## src/rtl/hcwf_defs.svh

```systemverilog
`ifndef HCWF_DEFS_SVH
`define HCWF_DEFS_SVH
// Code word layout
`define HCWF_WORD_BITS 67
`define HCWF_HOP_BITS 32
`define HCWF_FIX_BITS 35
`define HCWF_CRC_SPAN 65
// Timing figures
`define HCWF_CLK_HZ 20000000
`define HCWF_IR_HZ 40000
`define HCWF_IR_HALF ((`HCWF_CLK_HZ / `HCWF_IR_HZ) / 2)
`define HCWF_LED_HZ 1
`define HCWF_LED_HALF ((`HCWF_CLK_HZ / `HCWF_LED_HZ) / 2)
`define HCWF_SHUTOFF_S 25
`define HCWF_SHUTOFF_CYC (`HCWF_SHUTOFF_S * `HCWF_CLK_HZ)
// Function codes with special meaning
`define HCWF_FN_SEED_NOW 4'h9
`define HCWF_FN_SEED_LATE 4'h3
`define HCWF_FN_SPLIT_LO 4'h8
`define HCWF_FN_IR_LO 4'hc
`endif

```

## src/rtl/hcwf_pkg.sv

```systemverilog
package hcwf_pkg;
  typedef enum logic [2:0] {
    HCWF_IDLE,
    HCWF_LOAD,
    HCWF_PRE,
    HCWF_DATA,
    HCWF_GUARD,
    HCWF_HALT
  } hcwf_state_e;
endpackage

```

## src/rtl/hcwf_framer.sv

```systemverilog
// Contract
// - Split option: codes 1-7 use counter A, 8-15 counter B; else A.
// - Infrared mode: codes 12-15 count on counter B.
// - Infrared mode modulates the output with a 40 kHz carrier.
// - Seed enabled and code 9: send seed instead of hop code at once.
// - Seed enabled and code 3: normal words first, seed after a delay.
// - Each transmission: preamble, header, encrypted data, fixed data.
// - Payload is 67 bits: 32 encrypted then 35 fixed.
// - A guard period follows every transmission.
// - Cipher input: function, user, overflow, split, serial byte, counter.
// - Fixed part: low-voltage bit, CRC, function bits, 28-bit serial.
// - Long serial: full 32-bit serial replaces the function bits.
// - A started code word is finished unless a new button aborts it.
// - At least two transmissions; stop after button release.
// - Held button keeps transmissions repeating.
// - New button during transmission aborts and restarts a new word.
// - Skip option transmits only every second word.
// - CRC covers the 65 bits sent before it.
// - CRC starts at zero, updated bitwise per given equations.
// - Shutoff enabled: stop after about 25 s of continuous press.
// - Low-voltage bit sent each word, one while supply is low.
// - LED low while sending data, high during guard.
// - Low voltage: LED toggles at about 1 Hz during transmission.
`include "hcwf_defs.svh"
module hcwf_framer
  import hcwf_pkg::*;
#(
  parameter int PRE_CYC = 32,
  parameter int HDR_CYC = 16,
  parameter int BIT_CYC = 8,
  parameter int GUARD_CYC = 64,
  parameter int SEED_DELAY_WORDS = 28,
  parameter int SHUTOFF_CYC = `HCWF_SHUTOFF_CYC,
  parameter int LED_HALF = `HCWF_LED_HALF
) (
  // Clock and reset
  input wire logic clk_sys_i,
  input wire logic rst_n_i,
  // Buttons from pins
  input wire logic button_input_3_i,
  input wire logic button_input_2_i,
  input wire logic button_input_1_i,
  input wire logic button_input_0_i,
  // Configuration
  input wire logic split_counter_select_i,
  input wire logic skip_every_other_word_i,
  input wire logic auto_shutoff_enable_i,
  input wire logic long_serial_select_i,
  input wire logic seed_enable_i,
  input wire logic ir_mode_i,
  input wire logic overflow_i,
  input wire logic [1:0] user_bits_i,
  input wire logic [31:0] serial_i,
  input wire logic [31:0] seed_word_i,
  input wire logic low_voltage_i,
  // Cipher port: plaintext out, ciphertext back
  input wire logic [31:0] cipher_text_i,
  output logic [31:0] cipher_plain_o,
  // Line, indicator, busy flag and counter values
  output logic tx_data_o,
  output logic led_o,
  output logic busy_o,
  output logic [15:0] count_a_o,
  output logic [15:0] count_b_o
);
  hcwf_state_e state_ff, nxt_state;
  logic [3:0] btn_m_ff, btn_s_ff;
  logic lv_m_ff, lv_s_ff;
  logic [3:0] fn_ff;
  logic [66:0] word_ff;
  logic [6:0] bit_ff;
  logic [31:0] tmr_ff;
  logic [1:0] crc_ff;
  logic [1:0] sent_ff;
  logic skip_ff;
  logic [7:0] words_ff;
  logic [31:0] press_ff;
  logic [31:0] led_cnt_ff;
  logic led_tog_ff;
  logic [31:0] ir_cnt_ff;
  logic ir_ph_ff;
  logic [15:0] cnt_a_ff, cnt_b_ff;
  logic use_b_ff;

  // Counter choice by function code
  function automatic logic pick_b(input logic [3:0] fn, input logic split, input logic ir);
    pick_b = 1'b0;
    if (ir) begin
      pick_b = (fn >= `HCWF_FN_IR_LO);
    end else if (split) begin
      pick_b = (fn >= `HCWF_FN_SPLIT_LO);
    end
  endfunction

  // CRC step over one sent bit
  function automatic logic [1:0] crc_step(input logic [1:0] c, input logic d);
    crc_step = {c[0] ^ d, c[0] ^ d ^ c[1]};
  endfunction

  // Decoded button and control terms
  wire [3:0] btn_w = btn_s_ff;
  wire pressed_w = |btn_w;
  wire changed_w = pressed_w && (btn_w != fn_ff);
  wire seed_now_w = seed_enable_i && (fn_ff == `HCWF_FN_SEED_NOW);
  wire seed_late_w = seed_enable_i && (fn_ff == `HCWF_FN_SEED_LATE)
                     && (words_ff >= 8'(SEED_DELAY_WORDS));
  wire [15:0] sync_w = use_b_ff ? cnt_b_ff : cnt_a_ff;
  wire [31:0] hop_w = (seed_now_w || seed_late_w) ? seed_word_i : cipher_text_i;
  // Low-voltage bit 64, CRC slots 65 and 66 on top
  wire [34:0] fix_w = long_serial_select_i ?
                      {2'b00, lv_s_ff, serial_i} :
                      {2'b00, lv_s_ff, fn_ff, serial_i[27:0]};
  wire tmr_done_w = (tmr_ff == 32'd0);
  wire shut_w = auto_shutoff_enable_i && (press_ff >= 32'(SHUTOFF_CYC));
  wire last_bit_w = (bit_ff == 7'd66);
  wire more_w = pressed_w || (sent_ff < 2'd2);

  // Input synchronisers
  always_ff @(posedge clk_sys_i or negedge rst_n_i) begin
    if (!rst_n_i) begin
      btn_m_ff <= 4'h0;
      btn_s_ff <= 4'h0;
      lv_m_ff <= 1'b0;
      lv_s_ff <= 1'b0;
    end else begin
      btn_m_ff <= {button_input_3_i, button_input_2_i, button_input_1_i, button_input_0_i};
      btn_s_ff <= btn_m_ff;
      lv_m_ff <= low_voltage_i;
      lv_s_ff <= lv_m_ff;
    end
  end

  // Next state
  always_comb begin
    nxt_state = state_ff;
    case (state_ff)
      HCWF_IDLE: begin
        if (pressed_w) begin
          nxt_state = HCWF_LOAD;
        end
      end
      HCWF_LOAD: begin
        nxt_state = HCWF_PRE;
      end
      HCWF_PRE: begin
        if (changed_w) begin
          nxt_state = HCWF_LOAD;
        end else if (tmr_done_w) begin
          nxt_state = HCWF_DATA;
        end
      end
      HCWF_DATA: begin
        if (changed_w) begin
          nxt_state = HCWF_LOAD;
        end else if (tmr_done_w && last_bit_w) begin
          nxt_state = HCWF_GUARD;
        end
      end
      HCWF_GUARD: begin
        if (changed_w) begin
          nxt_state = HCWF_LOAD;
        end else if (tmr_done_w) begin
          if (shut_w) begin
            nxt_state = HCWF_HALT;
          end else if (more_w) begin
            nxt_state = HCWF_PRE;
          end else begin
            nxt_state = HCWF_IDLE;
          end
        end
      end
      HCWF_HALT: begin
        // Leaves only once every button is low
        if (!pressed_w) begin
          nxt_state = HCWF_IDLE;
        end
      end
      default: nxt_state = HCWF_IDLE;
    endcase
  end

  // Sequencer, framing and counters
  always_ff @(posedge clk_sys_i or negedge rst_n_i) begin
    if (!rst_n_i) begin
      state_ff <= HCWF_IDLE;
      fn_ff <= 4'h0;
      word_ff <= '0;
      bit_ff <= 7'd0;
      tmr_ff <= 32'd0;
      crc_ff <= 2'b00;
      sent_ff <= 2'd0;
      skip_ff <= 1'b0;
      words_ff <= 8'd0;
      cnt_a_ff <= 16'h0000;
      cnt_b_ff <= 16'h0000;
      use_b_ff <= 1'b0;
      cipher_plain_o <= 32'h0;
    end else begin
      state_ff <= nxt_state;
      if (tmr_ff != 32'd0) begin
        tmr_ff <= tmr_ff - 32'd1;
      end
      case (nxt_state)
        HCWF_LOAD: begin
          // Advance chosen counter once per activation
          fn_ff <= btn_w;
          use_b_ff <= pick_b(btn_w, split_counter_select_i, ir_mode_i);
          if (pick_b(btn_w, split_counter_select_i, ir_mode_i)) begin
            cnt_b_ff <= cnt_b_ff + 16'h0001;
          end else begin
            cnt_a_ff <= cnt_a_ff + 16'h0001;
          end
          sent_ff <= 2'd0;
          words_ff <= 8'd0;
          skip_ff <= 1'b0;
        end
        default: begin
        end
      endcase
      if (state_ff != HCWF_PRE && nxt_state == HCWF_PRE) begin
        tmr_ff <= 32'(PRE_CYC + HDR_CYC - 1);
        cipher_plain_o <= {fn_ff, user_bits_i, overflow_i, split_counter_select_i,
                           serial_i[7:0], sync_w};
      end
      if (state_ff == HCWF_PRE && nxt_state == HCWF_DATA) begin
        // Assemble 32 hop and 35 fixed bits
        word_ff <= {fix_w, hop_w};
        bit_ff <= 7'd0;
        crc_ff <= 2'b00;
        tmr_ff <= 32'(BIT_CYC - 1);
      end
      if (state_ff == HCWF_DATA && tmr_done_w && !last_bit_w) begin
        bit_ff <= bit_ff + 7'd1;
        tmr_ff <= 32'(BIT_CYC - 1);
        word_ff <= {1'b0, word_ff[66:1]};
        if (bit_ff < 7'd65) begin
          crc_ff <= crc_step(crc_ff, word_ff[0]);
        end
        // CRC fills the two slots that follow bit 64
        if (bit_ff == 7'd64) begin
          word_ff <= {1'b0, word_ff[66:3], crc_step(crc_ff, word_ff[0])};
        end
      end
      if (state_ff == HCWF_DATA && nxt_state == HCWF_GUARD) begin
        tmr_ff <= 32'(GUARD_CYC - 1);
        sent_ff <= (sent_ff == 2'd2) ? 2'd2 : sent_ff + 2'd1;
        if (words_ff != 8'hff) begin
          words_ff <= words_ff + 8'd1;
        end
        skip_ff <= ~skip_ff;
      end
    end
  end

  // Press time, LED flasher and IR carrier
  always_ff @(posedge clk_sys_i or negedge rst_n_i) begin
    if (!rst_n_i) begin
      press_ff <= 32'd0;
      led_cnt_ff <= 32'd0;
      led_tog_ff <= 1'b0;
      ir_cnt_ff <= 32'd0;
      ir_ph_ff <= 1'b0;
    end else begin
      press_ff <= (pressed_w && !changed_w) ?
                  ((press_ff == 32'hffffffff) ? press_ff : press_ff + 32'd1) : 32'd0;
      if (led_cnt_ff >= 32'(LED_HALF - 1)) begin
        led_cnt_ff <= 32'd0;
        led_tog_ff <= ~led_tog_ff;
      end else begin
        led_cnt_ff <= led_cnt_ff + 32'd1;
      end
      // 40 kHz carrier from the system clock
      if (ir_cnt_ff >= 32'(`HCWF_IR_HALF - 1)) begin
        ir_cnt_ff <= 32'd0;
        ir_ph_ff <= ~ir_ph_ff;
      end else begin
        ir_cnt_ff <= ir_cnt_ff + 32'd1;
      end
    end
  end

  // Line and LED values
  wire active_w = (state_ff == HCWF_PRE) || (state_ff == HCWF_DATA) ||
                  (state_ff == HCWF_GUARD);
  wire blank_w = skip_every_other_word_i && skip_ff;
  wire pre_bit_w = (tmr_ff >= 32'(HDR_CYC)) ? tmr_ff[0] : 1'b0;
  wire raw_w = blank_w ? 1'b0 :
               (state_ff == HCWF_PRE) ? pre_bit_w :
               (state_ff == HCWF_DATA) ? word_ff[0] : 1'b0;
  wire line_w = (ir_mode_i && raw_w) ? ir_ph_ff : raw_w;
  // LED low on data, high on guard
  wire led_norm_w = !(state_ff == HCWF_PRE || state_ff == HCWF_DATA);
  wire led_w = (state_ff == HCWF_HALT || !active_w) ? 1'b1 :
               lv_s_ff ? led_tog_ff : led_norm_w;

  // Registered outputs
  always_ff @(posedge clk_sys_i or negedge rst_n_i) begin
    if (!rst_n_i) begin
      tx_data_o <= 1'b0;
      led_o <= 1'b1;
      busy_o <= 1'b0;
    end else begin
      tx_data_o <= line_w;
      led_o <= led_w;
      busy_o <= (state_ff != HCWF_IDLE);
    end
  end

  assign count_a_o = cnt_a_ff;
  assign count_b_o = cnt_b_ff;

  AST_SPLIT_PICK: assert property (@(posedge clk_sys_i) disable iff (!rst_n_i)
    (state_ff == HCWF_LOAD && !ir_mode_i && !split_counter_select_i) |-> !use_b_ff)
    else $error("Counter B chosen with split option clear");
  AST_FINISH: assert property (@(posedge clk_sys_i) disable iff (!rst_n_i)
    (state_ff == HCWF_DATA && !changed_w && !last_bit_w) |=> state_ff == HCWF_DATA)
    else $error("Code word left before completion");
  // Guard leads to idle only after two words
  AST_TWO_MIN: assert property (@(posedge clk_sys_i) disable iff (!rst_n_i)
    (state_ff == HCWF_GUARD && nxt_state == HCWF_IDLE) |-> sent_ff == 2'd2)
    else $error("Powered down before two words");
  AST_GUARD: assert property (@(posedge clk_sys_i) disable iff (!rst_n_i)
    ($rose(state_ff == HCWF_GUARD)) |-> tmr_ff == 32'(GUARD_CYC - 1))
    else $error("Guard period not loaded");
  AST_CRC0: assert property (@(posedge clk_sys_i) disable iff (!rst_n_i)
    ($rose(state_ff == HCWF_DATA)) |-> crc_ff == 2'b00)
    else $error("CRC not cleared at word start");
  // Blanked slot keeps the line low
  AST_BLANK: assert property (@(posedge clk_sys_i) disable iff (!rst_n_i)
    (skip_every_other_word_i && skip_ff && active_w) |=> !tx_data_o)
    else $error("Line driven during a blanked word");
endmodule

```

## config.mk

```make
export PLATFORM = sky130hd
export DESIGN_NAME = hcwf_framer
export DESIGN_NICKNAME = d
export VERILOG_FILES = /design/src/rtl/hcwf_pkg.sv /design/src/rtl/hcwf_framer.sv
export VERILOG_INCLUDE_DIRS = /design/src /design/src/rtl
export SDC_FILE = /design/constraint.sdc
export NUM_CORES = 1
export LEC_CHECK = 0
export BUFFER_PORTS_ARGS = -buffer_cell sky130_fd_sc_hd__buf_2
export CORE_UTILIZATION = 45
export DETAILED_ROUTE_END_ITERATION = 7
export RECOVER_POWER = 100
export SLEW_MARGIN = 25
export SYNTH_ARGS = -nofsm -noshare
export SYNTH_HDL_FRONTEND = slang
export SYNTH_SLANG_ARGS = --single-unit
```

## constraint.sdc

```tcl
create_clock -name clk_sys_i -period 3.97 [get_ports clk_sys_i]
set_input_delay 0.397 -clock clk_sys_i [delete_from_list [all_inputs] [get_ports clk_sys_i]]
set_output_delay 0.397 -clock clk_sys_i [all_outputs]
set_load 0.05 [all_outputs]
```

==> metrics.yaml <==
logic_synthesis:
  ys_seq_elements: 300
  synth-simple-area-share_pct: 18.5
  synth_top_family_by_area: "simple AND/OR/NAND/NOR gates"
  syn-cell-area_mm2: 0.0139
  syn_area_per_cell_um2: 10.1
  postSynthCellCount: 1375
  synth-main-ff-cell: "dfrtp_1"
  async_flop_share_pct: 100
  yosys.area.top_type_share_pct: 53.7
  synth_compound_area_share_pct: 8.69
  yosysSeqAreaShare_pct: 53.9
  yosys_warnings: 0
  synthTopCellsByArea: "dfrtp_1, mux2i_1, nor2_1"
  synthDistinctLibCells: 60
  synthAdderAreaFrac_pct: 1.35
  yosys.area_share.xor_xnor_pct: 7.36
  synth_top_cell_by_area: "dfrtp_1"
  synth_mux_area_share_pct: 7.65
  synth-edff-count: 0
global_route:
  grt_max_degree: 119
  grt_overflow: 0
  grt_pass1_wl_mm: 49.4
  antenna_found_initial: 2
  grt_usage_pct: 19.2
  grt_pass1_vias: 9808
power:
  p_clk_share_pct: 30.7
  max-vdd-ir-drop_v: 0.000358
  cellLeakagePower_nw: 7.19
  powerDensity_mw_per_mm2: 627
  p_int_w: 0.00658
  p_sw_w: 0.00376
  seq_power_share_pct: 41.3
  swShare_pct: 36.4
  power_w: 0.0103
  combPwrFrac_pct: 28.1
cts:
  cts_setup_buffers: 0
  cts-root-buf: "clkbuf_16"
  cts_tree: "built"
  cts_buffers: 34
  worstSkewPairLatency_ns: 0.51
  htreeDepth: 2
  path_clk_slew_ns: 0.06
  clockBufferDepth: 3
  clkSinkCount: 300
die:
  top_level_ports: 179
  start_util_pct: 45.6
  die_h_um: 178
  fp.dieArea_mm2: 0.0317
  fp.coreArea_mm2: 0.0305
  fp-row-count: 64
  die_w_um: 178
worst_setup_path:
  crit_type: "flip-flop to flip-flop"
  cp_cell_sequence: "or4_4, or4_4, nor4_2, o21ai_0, a21oi_1, inv_1, a21oi_4, buf_4, clkbuf_4, nor2_1, a21oi_1"
  end_kind: "flip-flop"
  cp_slowest_stage_delay_ns: 0.58
  critPathArrivalTime_ns: 4.11
  startpoint_type: "flip-flop"
  cp_max_fo: 29
  crit_required_ns: 4.40
  cpMaxStageDelayCell: "or4_4"
finish:
  layout.nets: 1718
  n_fill_cell: 2819
  instances_no_fill: 2014
  multi_input_area_mm2: 0.00615
  drive_gt1_share_pct: 13.6
  final_cell_area_mm2: 0.0165
  seqCellArea_mm2: 0.00751
  final_core_util_pct: 54.0
  area_growth_pct: 18.3
timing:
  hold_violations: 0
  worst_pin_slew_ns: 2.01
  slew_violations: 33
  setup_viol: 0
  max_slew_margin_pct: -33.8
  fmax_mhz: 272
  post-route-period-util_pct: 92.7
  rsz0062_at_grt: "no"
  skew_ns: 0.0138
  finalCriticalPeriod_ns: 3.68
  fin_tns_setup_ns: 0
placed_design:
  portBuffers: 178
  gp_congestion: 0.807
  post_dp_cell_area_mm2: 0.0155
  post-dp-hpwl_mm: 21.2
  placed_cells: 1944
run_status:
  violations: "capacitance limit, slew limit"
  status: "finished with violations"
drt:
  drtIter0Drc: 647
  via_count: 10452
  dr.pass1.iters: 5
  wirelength_mm: 30.6
  post_drt_wl_per_cell_um: 15.2
  avgViaCountPerCell: 5.19
  drc: 0
  ant_nets: 0
job:
  drv_cap: 1
worst_hold_path:
  min_path_type: "primary input to flip-flop"
## metrics by stage
stage	worst slack, ns	hold slack (ns)
floorplan	0.551	0.101
CTS	0.107	0.0289
global placement	0.259	0.334
global route	0.0614	0.121
detailed placement	0.123	0.335
finish	0.291	0.126
## registers in the layout, summed over array words and instances (netlist names), 3 cells and up
register and flops:
state_ff 3, word_ff 65, btn_m_ff 4, count_b_o 16
fn_ff 4, led_cnt_ff 32, tmr_ff 32, count_a_o 16
cipher_plain_o 32, press_ff 32, bit_ff 7, btn_s_ff 4
words_ff 8, ir_cnt_ff 32
## per-layer routing
metal | GRT usage [%] | up-vias | share of wire (%)
li1 | - | 5165 | -
met1 | 27.7 | 5035 | 48
met2 | 29.8 | 213 | 46
met3 | 3.41 | 37 | 5.2
met4 | 5.27 | 2 | 1.6
met5 | 0 | - | 0.033
## cell usage in the layout (no fill, tap or decap), types with 32 or more instances in the layout
| master | instances |
|---|---|
| a21oi_1 | 69 |
| buf_2 | 110 |
| clkbuf_1 | 86 |
| clkbuf_16 | 37 |
| conb_1 | 32 |
| dfrtp_1 | 299 |
| mux2i_1 | 85 |
| nand2_1 | 143 |
| nand3_1 | 64 |
| nor2_1 | 175 |
| o21ai_0 | 101 |
| xnor2_1 | 59 |
| xor2_1 | 58 |
## cells in the mapped netlist, types with 3 or more instances
| cell | count |
|---|---|
| dfrtp_1 | 299 |
| nor2_1 | 175 |
| nand2_1 | 143 |
| o21ai_0 | 101 |
| mux2i_1 | 85 |
| a21oi_1 | 70 |
| nand3_1 | 64 |
| xnor2_1 | 59 |
| xor2_1 | 58 |
| clkbuf_1 | 44 |
| inv_1 | 25 |
| and3_1 | 24 |
| nand4_1 | 24 |
| nor4_1 | 20 |
| mux2_2 | 18 |
| ha_1 | 15 |
| nor3_1 | 15 |
| or3_1 | 15 |
| buf_2 | 13 |
| or2_2 | 8 |
| and4_1 | 7 |
| nor3_2 | 6 |
| o211ai_1 | 6 |
| nand3b_1 | 5 |
| nor4_2 | 5 |
| o41ai_1 | 5 |
| a31oi_1 | 4 |
| and2_1 | 4 |
| buf_1 | 4 |
| o2111ai_1 | 4 |
| o31ai_1 | 4 |
| or4_1 | 4 |
| a211oi_1 | 3 |
| nand2b_1 | 3 |
| nand4b_1 | 3 |
| o22ai_1 | 3 |
## worst paths after layout
path                                         from                        endpoint  slack, ns  cells after the start
setup / recovery           tmr_ff[12]$_DFFE_PN0P_   cipher_plain_o[4]$_DFFE_PN0P_       0.29                     11
max in group asynchronous                 rst_n_i        count_a_o[1]$_DFFE_PN0P_       0.71                      4
min in group asynchronous                 rst_n_i        led_cnt_ff[17]$_DFF_PN0_       1.01                      2
hold reg to reg             btn_m_ff[2]$_DFF_PN0_           btn_s_ff[2]$_DFF_PN0_       0.35                      0
setup reg to reg           tmr_ff[12]$_DFFE_PN0P_   cipher_plain_o[4]$_DFFE_PN0P_       0.29                     11
hold / removal                     user_bits_i[1]  cipher_plain_o[27]$_DFFE_PN0P_       0.13                      2
## power groups by stage
stage | Sequential [W] | Combinational (W) | Clock, W
floorplan | 0.00493 | 0.00151 | 0
global placement | 0.00429 | 0.00297 | 0
detailed placement | 0.00430 | 0.00303 | 0
CTS | 0.00425 | 0.00304 | 0.00326
global route | 0.00435 | 0.00319 | 0.00339
finish | 0.00426 | 0.00290 | 0.00317
## worst max-delay path, delay by kind of cell (launching register included)
family                 cells  cell delay, ns
AND/OR/NAND/NOR            4            1.70
AO/OA/AOI/OAI              4            0.75
buffers and inverters      3            0.71
flip-flops                 1            0.43
## final cells by class
| cell class | count | share of cell area (%) |
|---|---|---|
| Sequential cell | 300 | 45.6 |
| Multi-Input combinational cell | 1018 | 37.3 |
| Timing Repair Buffer | 211 | 6.50 |
| Clock buffer | 50 | 6.10 |
| Tap cell | 396 | 3.01 |
| Clock inverter | 11 | 0.836 |
| Inverter | 26 | 0.592 |
| Antenna cell | 2 | 0.0304 |
## kinds of logic (layout without fill, tap and decap cells)
group                      Yosys count  in the layout
DFF                                300            300
AOI/OAI and AO/OA                  215            215
muxes                              104            104
buffers and inverters               88            298
other                                1             34
xor gates and xnor gates           117            117
adders and majority gates           15             15
and+or+nand+nor                    535            535
## timing repair
action	CTS	global route
endpoints found under the hold margin	5	29
resized for setup	0	1
endpoints found under the setup margin	0	2
hold buffers	5	1
No activity file was read; power rests on OpenSTA's default activity.
